==> src/verilog/insmp_consts.svh <==
// Register offsets, field positions, reset values and widths for the sampling monitor
`ifndef INSMP_CONSTS_SVH
`define INSMP_CONSTS_SVH
`define INSMP_OFS_FCTL 12'h000
`define INSMP_OFS_FLIN 12'h004
`define INSMP_OFS_FPHY 12'h008
`define INSMP_OFS_FRES 12'h00c
`define INSMP_OFS_OCTL 12'h010
`define INSMP_OFS_OPC 12'h014
`define INSMP_OFS_ORES 12'h018
`define INSMP_OFS_OCNT 12'h01c
`define INSMP_OFS_FCNT 12'h020
`define INSMP_CNT_W 20
`define INSMP_MAX_W 16
`define INSMP_LOW_W 4
`define INSMP_LFSR_W 7
`define INSMP_LAT_W 16
`define INSMP_CTL_EN 16
`define INSMP_CTL_VAL 17
`define INSMP_CTL_RAND 18
`define INSMP_LFSR_SEED 7'h5a
`define INSMP_RESP_OKAY 2'b00
`define INSMP_RESP_SLVERR 2'b10
`endif

==> src/verilog/insmp_pkg.sv <==
// Types shared by the instruction sampling monitor
package insmp_pkg;
	typedef struct packed {
		logic [31:0] virt_addr;
		logic [31:0] phys_addr;
		logic phys_valid;
		logic [1:0] page_size;
		logic l1_miss;
		logic l2_miss;
		logic ic_miss;
	} insmp_fevt_t;
	typedef struct packed {
		logic l1_miss;
		logic l2_miss;
		logic ic_miss;
		logic phys_valid;
		logic [1:0] page_size;
		logic [31:0] phys_addr;
	} insmp_fupd_t;
	typedef struct packed {
		logic [31:0] pc;
		logic dc_miss;
		logic mispredict;
		logic branch;
	} insmp_oevt_t;
	typedef enum logic [2:0] {
		INSMP_F_IDLE = 3'b001,
		INSMP_F_ARMED = 3'b010,
		INSMP_F_TRACK = 3'b100
	} insmp_fstate_t;
endpackage

==> src/verilog/insmp_monitor.sv <==
// Instruction sampling monitor: fetch and op sampling behind an AXI4-Lite slave
// Notes on behaviour
// - Fetch and op sampling have separate enables and may run together.
// - Fetch and op each own separate control and result registers.
// - Fetch counter increments per completed fetch while fetch sampling enabled, no fetch tagged and no sample pending.
// - Op counter increments every cycle up to the maximum while op sampling enabled, no op tagged and no sample pending.
// - At maximum fetch count the next attempted fetch is tagged.
// - Counters 20 bits; software writes top 16 maximum bits, low 4 zero.
// - Fetch counter clears when it reaches the maximum.
// - Optional randomization loads counter low 4 bits from 7-bit LFSR.
// - Tagged fetch completing or aborting raises interrupt and reports results.
// - Virtual fetch address always captured and treated as valid.
// - Physical valid flag set only when address and page size valid.
// - Separate L1 and L2 ITLB miss flags are sticky over all lookups of the tagged fetch.
// - Icache miss flag set when any access of the tagged fetch missed.
// - Completed flag set on delivery, clear on abort.
// - Latency counts cycles from tagged fetch start to delivery or abort.
// - Two-bit page size of the L1 ITLB translation is reported.
// - Events of the tagged fetch or op are recorded while processed.
// - Finished tagged item raises interrupt and its data becomes readable.
// - Only retiring tagged ops report data; flush gives no sample.
// - After flush, op counter reloads with random 7-bit value and retags.
`timescale 1ns/100ps
`include "insmp_consts.svh"
module insmp_monitor import insmp_pkg::*; (
	// Clock and reset
	input wire logic clk,
	input wire logic reset,
	// AXI4-Lite slave
	input wire logic [11:0] s_axi_awaddr,
	input wire logic s_axi_awvalid,
	output logic s_axi_awready,
	input wire logic [31:0] s_axi_wdata,
	input wire logic [3:0] s_axi_wstrb,
	input wire logic s_axi_wvalid,
	output logic s_axi_wready,
	output logic [1:0] s_axi_bresp,
	output logic s_axi_bvalid,
	input wire logic s_axi_bready,
	input wire logic [11:0] s_axi_araddr,
	input wire logic s_axi_arvalid,
	output logic s_axi_arready,
	output logic [31:0] s_axi_rdata,
	output logic [1:0] s_axi_rresp,
	output logic s_axi_rvalid,
	input wire logic s_axi_rready,
	// Fetch pipeline
	input wire logic fetch_start,
	input wire insmp_fevt_t fetch_info,
	input wire logic fetch_update,
	input wire insmp_fupd_t fetch_upd,
	input wire logic fetch_done,
	input wire logic fetch_abort,
	// Op pipeline
	output logic op_tag,
	input wire logic op_tag_taken,
	input wire logic op_event,
	input wire insmp_oevt_t op_info,
	input wire logic op_retire,
	input wire logic op_flush,
	// Sample interrupts
	output logic fetch_irq,
	output logic op_irq
);
	insmp_fstate_t fstate, next_fstate;
	logic [`INSMP_MAX_W-1:0] fmax, next_fmax, omax, next_omax;
	logic fen, next_fen, fval, next_fval, frand, next_frand;
	logic oen, next_oen, oval, next_oval, orand, next_orand;
	logic [`INSMP_CNT_W-1:0] fcnt, next_fcnt, ocnt, next_ocnt;
	logic [`INSMP_LFSR_W-1:0] lfsr, next_lfsr;
	insmp_fevt_t fres, next_fres;
	logic fcomp, next_fcomp;
	logic [`INSMP_LAT_W-1:0] flat, next_flat;
	logic otagged, next_otagged;
	insmp_oevt_t ores, next_ores;
	logic [31:0] rdata, next_rdata;
	logic bvalid, next_bvalid, rvalid, next_rvalid;
	logic [1:0] bresp, next_bresp, rresp, next_rresp;
	logic aw_ok, wr_fire, rd_fire;
	logic [`INSMP_CNT_W-1:0] fmax_full, omax_full;

	assign fmax_full = {fmax, {`INSMP_LOW_W{1'b0}}};
	assign omax_full = {omax, {`INSMP_LOW_W{1'b0}}};
	// Write taken only with address and data together; keeps one write in flight
	assign aw_ok = s_axi_awvalid && s_axi_wvalid && !bvalid;
	assign s_axi_awready = aw_ok;
	assign s_axi_wready = aw_ok;
	assign wr_fire = aw_ok;
	assign s_axi_arready = !rvalid;
	assign rd_fire = s_axi_arvalid && !rvalid;
	assign s_axi_bvalid = bvalid;
	assign s_axi_bresp = bresp;
	assign s_axi_rvalid = rvalid;
	assign s_axi_rresp = rresp;
	assign s_axi_rdata = rdata;
	assign fetch_irq = fval;
	assign op_irq = oval;
	assign op_tag = oen && !oval && !otagged && (ocnt == omax_full) && (omax_full != '0);

	always_comb begin
		next_lfsr = {lfsr[5:0], lfsr[6] ^ lfsr[5]};
		// Lock-up guard should the register ever read zero
		if (lfsr == '0) begin
			next_lfsr = `INSMP_LFSR_SEED;
		end
	end

	// Fetch side
	always_comb begin
		next_fstate = fstate;
		next_fcnt = fcnt;
		next_fres = fres;
		next_fcomp = fcomp;
		next_flat = flat;
		next_fval = fval;
		// count completed fetches, clear at maximum
		if (fen && !fval && fstate == INSMP_F_IDLE && fetch_done) begin
			if (fcnt + 20'h1 >= fmax_full) begin
				next_fcnt = '0;
				next_fstate = INSMP_F_ARMED;
			end else begin
				next_fcnt = fcnt + 20'h1;
			end
		end
		case (fstate)
			INSMP_F_IDLE: begin
			end
			INSMP_F_ARMED: begin
				if (fetch_start) begin
					next_fstate = INSMP_F_TRACK;
					next_fres = fetch_info;
					next_fcomp = 1'b0;
					next_flat = '0;
				end
			end
			INSMP_F_TRACK: begin
				if (flat != '1) begin
					next_flat = flat + 16'h1;
				end
				// physical address and page size arrive later; sticky misses
				if (fetch_update) begin
					next_fres.l1_miss = fres.l1_miss | fetch_upd.l1_miss;
					next_fres.l2_miss = fres.l2_miss | fetch_upd.l2_miss;
					next_fres.ic_miss = fres.ic_miss | fetch_upd.ic_miss;
					if (fetch_upd.phys_valid) begin
						next_fres.phys_valid = 1'b1;
						next_fres.phys_addr = fetch_upd.phys_addr;
						next_fres.page_size = fetch_upd.page_size;
					end
				end
				if (fetch_done || fetch_abort) begin
					next_fcomp = fetch_done;
					next_fval = 1'b1;
					next_fstate = INSMP_F_IDLE;
				end
			end
			default: next_fstate = INSMP_F_IDLE;
		endcase
		if (!fen) begin
			next_fstate = INSMP_F_IDLE;
		end
		// software write of the count register
		if (wr_fire && s_axi_awaddr == `INSMP_OFS_FCNT) begin
			next_fcnt = s_axi_wdata[`INSMP_CNT_W-1:0];
		end
		if (wr_fire && s_axi_awaddr == `INSMP_OFS_FCTL) begin
			// clear only by software; a done in this cycle still wins
			if (!s_axi_wdata[`INSMP_CTL_VAL] && !(fstate == INSMP_F_TRACK
					&& (fetch_done || fetch_abort))) begin
				next_fval = 1'b0;
			end
			if (s_axi_wdata[`INSMP_CTL_RAND]) begin
				next_fcnt[`INSMP_LOW_W-1:0] = lfsr[`INSMP_LOW_W-1:0];
			end
		end
	end

	// Op side
	always_comb begin
		next_ocnt = ocnt;
		next_otagged = otagged;
		next_ores = ores;
		next_oval = oval;
		// count every cycle while enabled and not waiting
		if (oen && !oval && !otagged) begin
			next_ocnt = (ocnt == omax_full) ? ocnt : ocnt + 20'h1;
		end
		if (op_tag && op_tag_taken) begin
			next_otagged = 1'b1;
			next_ocnt = '0;
			next_ores = '0;
		end
		if (otagged) begin
			// sticky events of the tagged op
			if (op_event) begin
				next_ores.pc = op_info.pc;
				next_ores.dc_miss = ores.dc_miss | op_info.dc_miss;
				next_ores.mispredict = ores.mispredict | op_info.mispredict;
				next_ores.branch = ores.branch | op_info.branch;
			end
			if (op_retire) begin
				next_oval = 1'b1;
				next_otagged = 1'b0;
			end else if (op_flush) begin
				next_otagged = 1'b0;
				next_ocnt = {13'h0, lfsr};
			end
		end
		if (!oen) begin
			next_otagged = 1'b0;
		end
		if (wr_fire && s_axi_awaddr == `INSMP_OFS_OCNT) begin
			next_ocnt = s_axi_wdata[`INSMP_CNT_W-1:0];
		end
		if (wr_fire && s_axi_awaddr == `INSMP_OFS_OCTL) begin
			if (!s_axi_wdata[`INSMP_CTL_VAL] && !(otagged && op_retire)) begin
				next_oval = 1'b0;
			end
			if (s_axi_wdata[`INSMP_CTL_RAND]) begin
				next_ocnt[`INSMP_LOW_W-1:0] = lfsr[`INSMP_LOW_W-1:0];
			end
		end
	end

	// Control registers and bus answers
	always_comb begin
		next_fmax = fmax;
		next_fen = fen;
		next_frand = frand;
		next_omax = omax;
		next_oen = oen;
		next_orand = orand;
		next_bvalid = bvalid && !s_axi_bready;
		next_bresp = bresp;
		next_rvalid = rvalid && !s_axi_rready;
		next_rresp = rresp;
		next_rdata = rdata;
		if (wr_fire) begin
			next_bvalid = 1'b1;
			next_bresp = `INSMP_RESP_OKAY;
			case (s_axi_awaddr)
				`INSMP_OFS_FCTL: begin
					next_fmax = s_axi_wdata[`INSMP_MAX_W-1:0];
					next_fen = s_axi_wdata[`INSMP_CTL_EN];
					next_frand = s_axi_wdata[`INSMP_CTL_RAND];
				end
				`INSMP_OFS_OCTL: begin
					next_omax = s_axi_wdata[`INSMP_MAX_W-1:0];
					next_oen = s_axi_wdata[`INSMP_CTL_EN];
					next_orand = s_axi_wdata[`INSMP_CTL_RAND];
				end
				`INSMP_OFS_FCNT, `INSMP_OFS_OCNT: begin
				end
				default: next_bresp = `INSMP_RESP_SLVERR;
			endcase
		end
		if (rd_fire) begin
			next_rvalid = 1'b1;
			next_rresp = `INSMP_RESP_OKAY;
			case (s_axi_araddr)
				`INSMP_OFS_FCTL: next_rdata = {13'h0, frand, fval, fen, fmax};
				`INSMP_OFS_FLIN: next_rdata = fres.virt_addr;
				`INSMP_OFS_FPHY: next_rdata = fres.phys_addr;
				`INSMP_OFS_FRES: next_rdata = {flat, 9'h0, fres.page_size, fcomp,
					fres.ic_miss, fres.l2_miss, fres.l1_miss, fres.phys_valid};
				`INSMP_OFS_FCNT: next_rdata = {12'h0, fcnt};
				`INSMP_OFS_OCTL: next_rdata = {13'h0, orand, oval, oen, omax};
				`INSMP_OFS_OPC: next_rdata = ores.pc;
				`INSMP_OFS_ORES: next_rdata = {29'h0, ores.branch, ores.mispredict,
					ores.dc_miss};
				`INSMP_OFS_OCNT: next_rdata = {12'h0, ocnt};
				default: begin
					next_rdata = '0;
					next_rresp = `INSMP_RESP_SLVERR;
				end
			endcase
		end
	end

	always_ff @(posedge clk) begin
		if (reset) begin
			fstate <= INSMP_F_IDLE;
			fmax <= '0;
			omax <= '0;
			fen <= 1'b0;
			fval <= 1'b0;
			frand <= 1'b0;
			oen <= 1'b0;
			oval <= 1'b0;
			orand <= 1'b0;
			fcnt <= '0;
			ocnt <= '0;
			lfsr <= `INSMP_LFSR_SEED;
			fres <= '0;
			fcomp <= 1'b0;
			flat <= '0;
			otagged <= 1'b0;
			ores <= '0;
			rdata <= '0;
			bvalid <= 1'b0;
			rvalid <= 1'b0;
			bresp <= '0;
			rresp <= '0;
		end else begin
			fstate <= next_fstate;
			fmax <= next_fmax;
			omax <= next_omax;
			fen <= next_fen;
			fval <= next_fval;
			frand <= next_frand;
			oen <= next_oen;
			oval <= next_oval;
			orand <= next_orand;
			fcnt <= next_fcnt;
			ocnt <= next_ocnt;
			lfsr <= next_lfsr;
			fres <= next_fres;
			fcomp <= next_fcomp;
			flat <= next_flat;
			otagged <= next_otagged;
			ores <= next_ores;
			rdata <= next_rdata;
			bvalid <= next_bvalid;
			rvalid <= next_rvalid;
			bresp <= next_bresp;
			rresp <= next_rresp;
		end
	end

	property p_fetch_irq_on_end;
		@(posedge clk) disable iff (reset)
		(fstate == INSMP_F_TRACK && (fetch_done || fetch_abort)) |=> fetch_irq;
	endproperty
	a_fetch_irq_on_end: assert property (p_fetch_irq_on_end) else $error("no fetch irq");
	property p_comp_flag;
		@(posedge clk) disable iff (reset)
		(fstate == INSMP_F_TRACK && fetch_abort && !fetch_done) |=> !fcomp;
	endproperty
	a_comp_flag: assert property (p_comp_flag) else $error("abort set completion");
	property p_no_tag_pending;
		@(posedge clk) disable iff (reset)
		(fval && fstate == INSMP_F_IDLE) |=> fstate == INSMP_F_IDLE;
	endproperty
	a_no_tag_pending: assert property (p_no_tag_pending) else $error("retag while pending");
	property p_latency_grows;
		@(posedge clk) disable iff (reset)
		(fstate == INSMP_F_TRACK && !fetch_done && !fetch_abort && flat < 16'h10)
			|=> flat == $past(flat) + 16'h1;
	endproperty
	a_latency_grows: assert property (p_latency_grows) else $error("latency stuck");
	property p_op_count;
		@(posedge clk) disable iff (reset)
		(oen && !oval && !otagged && ocnt < 20'h10 && ocnt != omax_full && !wr_fire
			&& !op_tag) |=> ocnt == $past(ocnt) + 20'h1;
	endproperty
	a_op_count: assert property (p_op_count) else $error("op counter stalled");
	property p_flush_no_irq;
		@(posedge clk) disable iff (reset)
		(otagged && op_flush && !op_retire && !oval) |=> !op_irq && ocnt[19:7] == '0;
	endproperty
	a_flush_no_irq: assert property (p_flush_no_irq) else $error("flush gave sample");
	property p_fetch_clear;
		@(posedge clk) disable iff (reset)
		(fstate == INSMP_F_IDLE && fen && !fval && fetch_done && fcnt + 20'h1 >= fmax_full
			&& !wr_fire) |=> fcnt == '0 && fstate == INSMP_F_ARMED;
	endproperty
	a_fetch_clear: assert property (p_fetch_clear) else $error("counter not cleared");
	property p_fetch_count;
		@(posedge clk) disable iff (reset)
		(!fen && !wr_fire) |=> fcnt == $past(fcnt);
	endproperty
	a_fetch_count: assert property (p_fetch_count) else $error("fetch count moved");
	c_fetch_sample: cover property (@(posedge clk) disable iff (reset) $rose(fetch_irq));
	c_op_sample: cover property (@(posedge clk) disable iff (reset) $rose(op_irq));
	c_op_flush: cover property (@(posedge clk) disable iff (reset) otagged && op_flush);
endmodule

==> config.mk <==
export PLATFORM = sky130hd
export DESIGN_NAME = insmp_monitor
export DESIGN_NICKNAME = d
export VERILOG_FILES = /design/src/verilog/insmp_pkg.sv /design/src/verilog/insmp_monitor.sv
export VERILOG_INCLUDE_DIRS = /design/src /design/src/verilog
export SDC_FILE = /design/constraint.sdc
export NUM_CORES = 1
export LEC_CHECK = 0
export BUFFER_PORTS_ARGS = -buffer_cell sky130_fd_sc_hd__buf_2
export CELL_PAD_IN_SITES_DETAIL_PLACEMENT = 1
export CELL_PAD_IN_SITES_GLOBAL_PLACEMENT = 1
export CORE_UTILIZATION = 44
export DETAILED_ROUTE_END_ITERATION = 8
export GPL_TIMING_DRIVEN = 1
export HOLD_SLACK_MARGIN = 0.08
export PLACE_DENSITY = 0.87
export SETUP_SLACK_MARGIN = 0.1
export SYNTH_ARGS = -nofsm -noshare
export SYNTH_HDL_FRONTEND = slang
export SYNTH_SLANG_ARGS = --single-unit
==> constraint.sdc <==
create_clock -name clk -period 9.3 [get_ports clk]
set_input_delay 1.86 -clock clk [delete_from_list [all_inputs] [get_ports clk]]
set_output_delay 1.86 -clock clk [all_outputs]
set_load 0.005 [all_outputs]
==> results of run 1 <==
-- layout by cell type, fill, tap and decap left out, types with 5 or more instances in the layout --
cell	Yosys	routed
and4_1	10	10
o211ai_1	6	6
o31ai_1	10	10
o221ai_1	8	8
nor2_1	115	113
nor3_1	20	18
a21oi_1	136	135
dfxtp_1	247	247
clkbuf_16	0	29
and2_1	6	6
ha_1	20	20
inv_1	35	35
buf_2	9	242
mux2i_1	83	83
or2_2	6	6
a22o_1	19	19
bufinv_16	0	6
nand4_1	21	21
a211oi_1	38	38
buf_4	3	16
o22ai_1	15	15
a22oi_1	13	13
and3_1	22	22
xor2_1	11	11
nand3_1	85	85
nand2_1	228	228
clkinvlp_4	0	5
nor4_1	14	14
a221oi_1	33	33
xnor2_1	56	56
nand2b_1	11	11
o21ai_0	61	61
a21o_1	22	22
diode_2	0	9
-- power groups by stage --
stage	registers (mW)	logic (mW)	clock network (mW)
floorplan	1.09	0.0477	0
global placement	1.10	0.124	0
detailed placement	1.10	0.127	0
CTS	1.07	0.129	1.25
global route	1.07	0.138	1.29
finish	1.07	0.132	1.25
-- worst max-delay path: stages --
cell	delay, ps
buf_2	100
buf_4	290
nor4b_1	650
nor4b_4	810
buf_4	430
nand2_1	170
o221ai_1	190
a221oi_1	140
a21oi_1	190
-- routing by layer --
metal	up-vias	global-route usage (%)
li1	5843	-
met4	0	20.0
met3	181	5.72
met1	6449	41.3
met2	706	56.2
met5	-	0
-- per-stage QoR --
step / util [%] / hold slack, ps
2_1_floorplan: - / 436
3_3_place_gp: 49.7 / 438
3_5_place_dp: 49.7 / 445
4_1_cts: 53.4 / 461
5_1_grt: 53.5 / 482
6_report: 53.5 / 460
-- final timing paths --
path	from	endpoint	slack (ps)	cells after the start
max	s_axi_araddr[2]	s_axi_rdata[17]$_SDFFE_PP0P_	4920	9
min reg2reg	s_axi_rdata[22]$_SDFFE_PP0P_	s_axi_rdata[22]$_SDFFE_PP0P_	460	2
max reg2reg	fcnt[2]$_SDFF_PP0_	fcnt[19]$_SDFFE_PP0P_	5360	13
min	s_axi_rdata[22]$_SDFFE_PP0P_	s_axi_rdata[22]$_SDFFE_PP0P_	460	2
-- kinds of logic after synthesis --
group / after synthesis
AND/OR/NAND/NOR: 569
buffers and inverters: 144
flip-flops: 247
other: 1
XOR/XNOR: 67
multiplexers: 83
AO/OA/AOI/OAI: 388
adder cells (fa/ha/maj): 20
-- state kept, by name, indices dropped and copies added (netlist names), 7 cells and up --
register and flops:
fcnt 20, fmax 16, fres 70, lfsr 7, omax 16, flat 16, ores 35, s_axi_rdata 32
ocnt 20
-- cell type report --
type	count	area share [%]
Tap cell	378	3.18
Timing Repair Buffer	259	9.03
Multi-Input combinational cell	1129	46.5
Antenna cell	9	0.152
Sequential cell	247	33.3
Clock buffer	36	5.33
Inverter	35	0.884
Clock inverter	16	1.66
==> reports/qor.yml, run 1 <==
outcome:
  status: "complete, no violations"
synth:
  ys_seq_area_share_pct: 39.9
  synth_xor_area_share_pct: 4.73
  synth_top_family_by_area: "simple AND/OR/NAND/NOR gates"
  syn_inst: 1519
  synth_largest_type_area_fraction_pct: 39.9
  yosysWarnings: 0
  synth_cell_types: 67
  yosysMostFrequentCell: "dfxtp_1"
  synth_edf_count: 0
  synth.area.mux_share_pct: 6.70
  synth_area_leader_cell: "dfxtp_1"
  synth-seq-cells: 247
  synthAdderAreaFrac_pct: 2.02
  synth.area.top_cells: "dfxtp_1, nand2_1, mux2i_1"
  netlist_top_cells_count: "dfxtp_1, nand2_1, a21oi_1, nor2_1, nand3_1"
  synth-compound-area-share_pct: 20.3
  synthSimpleGateAreaFrac_pct: 21.5
  syn_area_um2: 12400
  async_flop_share_pct: 0
  synth_ff_type: "dfxtp_1"
  syn_area_per_cell_um2: 8.17
drt:
  wl_met3_um: 3850
  wl_met1_um: 19900
  final_antenna_net_count: 0
  wl_met2_um: 24200
  drt-vias-per-instance: 6.25
  first_pass_iters: 6
  drc_errors: 0
  first_iter_violations: 1284
  wire_per_inst_um: 24.1
  num_vias: 13200
  wirelength_um: 50900
  dr.max_layer_used: "met4"
setup_path:
  path_class: "in -> reg"
  arrival_ps: 4860
  endpoint_kind: "flip-flop"
  required_ps: 9780
  startpoint_type: "primary input"
  path_max_fanout: 33
cts:
  clock-sinks: 247
  htree_levels: 1
  cts_buffer_depth: 3
  clkLatencyLatePin_ps: 550
  cts_tree: "yes"
  path_clk_slew_ps: 60
  post_cts_resized: 0
  cts_setup_buffers: 0
  cts_hold_buf: 0
  cts_buffers: 28
  clockRootBuffer: "clkbuf_16"
sta:
  fmax_mhz: 228
  fin_crit_sh_pct: 47.1
  worst_slew_pin_slew_ps: 1270
  drv_slew: 0
  rsz0062_at_grt: "false"
  relSlewSlack_pct: 15.4
  setup_slack_ps: 4920
  setup_tns_ps: 0
  finalSetupViolations: 0
  hold_viol: 0
  period_needed_ps: 4380
  clock_skew_ps: 10.9
cells_and_area:
  syn_to_final_growth_pct: 19.8
  fillers: 3434
  fin_area_um2: 14900
  multiInputGateArea_um2: 6910
  finalNonFillerCells: 2109
  fin_nets: 1938
  seq_area_um2: 4940
  drive_above_1_share_pct: 19.6
power_and_ir_drop:
  power_switching_uw: 569
  p_int_mw: 1.89
  leakage_nw: 5.45
  power_density_nw_per_um2: 165
  switching_share_pct: 23.2
  total_power_mw: 2.46
  pwr-share-comb_pct: 5.4
  pwr-share-seq_pct: 43.8
  ir_worst_vdd_uv: 146
  p_clk_share_pct: 50.9
placed_design:
  post-dp-hpwl_um: 35400
  place_inst: 2048
  routabilityCongestion: 0.973
  io_buffers: 243
  postPlaceCellArea_um2: 13800
  dpl_worst_slack_ps: 4500
grt:
  grt_max_degree: 85
  grt-ovfl-total: 0
  antenna_found_initial: 8
  grt_pass1_wl_um: 74900
  grt_pass1_vias: 13000
  grt_usage_pct: 33.9
die:
  die_area_um2: 28900
  initial_core_util_pct: 44.6
  num_rows: 61
  die_w_um: 170
  ios: 262
  core_area_um2: 27800
  fp.dieH_um: 170
job:
  maxCapViolCount: 0
worst_hold_path:
  hp-class: "reg -> reg"
(Power assumes the default switching activity.)
==> run 2, diff against run 1 <==
--- a/config.mk
+++ b/config.mk
@@ -9,11 +9,11 @@
 export BUFFER_PORTS_ARGS = -buffer_cell sky130_fd_sc_hd__buf_2
 export CELL_PAD_IN_SITES_DETAIL_PLACEMENT = 1
 export CELL_PAD_IN_SITES_GLOBAL_PLACEMENT = 1
-export CORE_UTILIZATION = 44
+export CORE_UTILIZATION = 37
 export DETAILED_ROUTE_END_ITERATION = 8
 export GPL_TIMING_DRIVEN = 1
 export HOLD_SLACK_MARGIN = 0.08
-export PLACE_DENSITY = 0.87
+export PLACE_DENSITY = 0.78
 export SETUP_SLACK_MARGIN = 0.1
 export SYNTH_ARGS = -nofsm -noshare
 export SYNTH_HDL_FRONTEND = slang
==> constraint.sdc (replaced) <==
create_clock -name clk -period 3.62 [get_ports clk]
set_input_delay 0.724 -clock clk [delete_from_list [all_inputs] [get_ports clk]]
set_output_delay 0.724 -clock clk [all_outputs]
set_load 0.005 [all_outputs]
==> run 2 against run 1 <==
Net effect:
- critical path depth is 3 higher
- worst setup slack worse by 4700 ps
- combinational power grew to 2.6 times the previous value
- routed wire length is 3.6% lower
- core utilization is 7.7 points lower
- cell area is 1.1% higher
- global-route usage is 6.0 points lower
- sequential power grew to 2.6 times the previous value
- non-clock buffer count is 19 higher
- highest routed layer unchanged
- clock skew is 10 ps higher
- register-to-register slack worse by 5100 ps
==> reports/qor.yml, run 2 (synthesis results as in run 1) <==
worst_hold_path:
  hold_end: "s_axi_rvalid$_SDFF_PP0_"  # was s_axi_rdata[22]$_SDFFE_PP0P_
  hp-class: "in -> reg"  # was reg -> reg
  hp-start: "s_axi_rready"  # was s_axi_rdata[22]$_SDFFE_PP0P_
  worstHoldPathCells: 2  # unchanged
outcome:
  status: "complete, no violations"  # unchanged
cts:
  post_cts_resized: 0  # unchanged
  cts_setup_buffers: 0  # unchanged
  path_clk_slew_ps: 60  # about the same
  clock-sinks: 247  # unchanged
  clkLatencyLatePin_ps: 560  # was 550 ps
  clockRootBuffer: "clkbuf_16"  # unchanged
  cts_hold_buf: 0  # unchanged
  htree_levels: 1  # unchanged
  cts_buffers: 28  # unchanged
  cts_tree: "yes"  # unchanged
  cts_buffer_depth: 3  # unchanged
die:
  die_w_um: 185  # was 170 µm
  initial_core_util_pct: 37.8  # was 44.6%
  ios: 262  # unchanged
  die_area_um2: 34300  # was 28900 µm²
  fp.dieH_um: 185  # was 170 µm
  core_area_um2: 32800  # was 27800 µm²
  num_rows: 66  # was 61
grt:
  grt_pass1_wl_um: 73000  # was 74900 µm
  grt_pass1_vias: 12400  # was 13.0k
  antenna_found_initial: 4  # was 8
  grt-ovfl-total: 0  # unchanged
  grt_usage_pct: 27.9  # was 33.9%
  grt_max_degree: 100  # was 85
cells_and_area:
  syn_to_final_growth_pct: 21.2  # was 19.8%
  drive_above_1_share_pct: 20.3  # was 19.6%
  fillers: 4022  # was 3434
  top_register: "fres"  # unchanged
  fin_util_pct: 45.8  # was 53.5%
  final_cell_mix: "dfxtp_1, buf_2, nand2_1"  # unchanged
  layout_commonest_cell: "dfxtp_1"  # unchanged
  largest_reg_flops: 70  # unchanged
  fin_nets: 1957  # was 1938
sta:
  period_needed_ps: 3370
  rsz0062_at_grt: "false"  # unchanged
  finalSetupViolations: 0  # unchanged
  relSlewSlack_pct: 41.7  # was 15.4%
  hold_viol: 0  # unchanged
  fin_crit_sh_pct: 93.2
  setup_tns_ps: 0  # unchanged
  fmax_mhz: 296
  worst_slew_pin_slew_ps: 871  # was 1270 ps
  drv_slew: 0  # unchanged
  clock_skew_ps: 21.1  # was 10.9 ps
power_and_ir_drop:
  ir_worst_vdd_uv: 275  # was 146 µV
  power_density_nw_per_um2: 404  # was 165 nW/µm²
  leakage_nw: 5.52  # was 5.45 nW
setup_path:
  required_ps: 4070  # was 9780 ps
  path_max_fanout: 22  # was 33
  reg2reg_depth: 12  # was 13
  rr_startpoint: "fcnt[4]$_SDFFE_PP0P_"  # was fcnt[2]$_SDFF_PP0_
  cp_slowest_stage_delay_ps: 430  # was 810 ps
  arrival_ps: 3830  # was 4860 ps
  cp_common_cell: "and4_1"  # was buf_4
  startpoint_type: "flip-flop"  # was primary input
  r2r_slack_ps: 250  # was 5360 ps
  critical-path-slowest-cell: "dfxtp_1"  # was nor4b_4
  path_class: "reg -> reg"  # was in -> reg
  endpoint_kind: "flip-flop"  # unchanged
  crit_chain: "and4_1 -> nand4_1 -> buf_4 -> nor2_1 -> xor2_1 -> ha_1 -> and4_1 -> a221oi_1 -> o211ai_1 -> a21o_1 -> buf_12 -> o32ai_1"  # was buf_2 -> buf_4 -> nor4b_1 -> nor4b_4 -> buf_4 -> nand2_1 -> o221ai_1 -> a221oi_1 -> a21oi_1
  r2r_end: "fcnt[19]$_SDFFE_PP0P_"  # unchanged
drt:
  drt-vias-per-instance: 5.85  # was 6.25
  num_vias: 12800  # was 13.2k
  wire_per_inst_um: 22.4  # was 24.1 µm
  first_iter_violations: 953  # was 1284
  dr.max_layer_used: "met4"  # unchanged
  drc_errors: 0  # unchanged
  first_pass_iters: 5  # was 6
  wl_met3_um: 2860  # was 3850 µm
  wl_met1_um: 20400  # was 19900 µm
  wl_met2_um: 23800  # was 24200 µm
  wirelength_um: 49100  # was 50900 µm
  final_antenna_net_count: 0  # unchanged
placed_design:
  io_buffers: 243  # unchanged
  routabilityCongestion: 0.927  # was 0.973
  post-dp-hpwl_um: 36500  # was 35400 µm
job:
  maxCapViolCount: 0  # unchanged
run 2: changes by cell type in the layout (fill, tap and decap cells not counted), moves of 2 or more:
cell,previous run,this run
bufinv_16,6,3
clkbuf_8,4,6
clkbuf_1,3,6
buf_12,0,2
diode_2,9,4
buf_4,16,33
run 2: report_power, final:
part	internal [mW]	switching, mW
Sequential	2.74	0.0220
Clock	1.76	1.21
Combinational	0.137	0.200
run 2: per-layer routing:
metal | track usage [%] | up-vias
met5 | 0 | -
met4 | 11.0 | 0
met3 | 2.93 | 117
met2 | 47.7 | 454
met1 | 35.8 | 6373
li1 | - | 5860
run 2: how the worst max path moves through the flow:
| stage | start | end | cells after the start |
|---|---|---|---|
| floorplan | fcnt[2]$_SDFF_PP0_ | fcnt[0]$_SDFF_PP0_ | 15 |
| global placement | fcnt[4]$_SDFFE_PP0P_ | fstate[1]$_SDFF_PP0_ | 14 |
| detailed placement | fcnt[0]$_SDFF_PP0_ | fcnt[8]$_SDFFE_PP0P_ | 11 |
| CTS | fcnt[0]$_SDFF_PP0_ | fcnt[8]$_SDFFE_PP0P_ | 11 |
| global route | fcnt[4]$_SDFFE_PP0P_ | fcnt[19]$_SDFFE_PP0P_ | 12 |
| finish | fcnt[4]$_SDFFE_PP0P_ | fcnt[19]$_SDFFE_PP0P_ | 12 |
run 2: final cells by class:
cell class	instances	area [µm²]	share of cell area [%]
clock buffer	40	806	5.36
timing repair buffer	278	1510	10.0
antenna	4	10.0	0.0666
sequential	247	4950	32.9
clock inverter	12	159	1.06
inverter	35	131	0.874
multi-input combinational	1129	6910	46.0
tap	442	553	3.68
run 2: per-stage QoR:
step	hold slack (ps)	worst slack [ps]	total power, mW	instances	area, µm²
after detailed placement	450	336	3.15	2131	14000
final	346	246	6.07	2187	15000
after floorplan	436	514	2.94	1520	12400
after global routing	349	101	6.24	2187	15000
after CTS	333	293	6.10	2183	15000
after global placement	442	477	3.14	2131	14000
run 2: critical path: cells and delay by family, from the launching register on:
kind            cells  cell delay (ps)
xor+xnor            1              250
fa+ha+maj           1              300
compound gates      4             1040
buf+inv             2              390
simple gates        4              860
flops               1              430
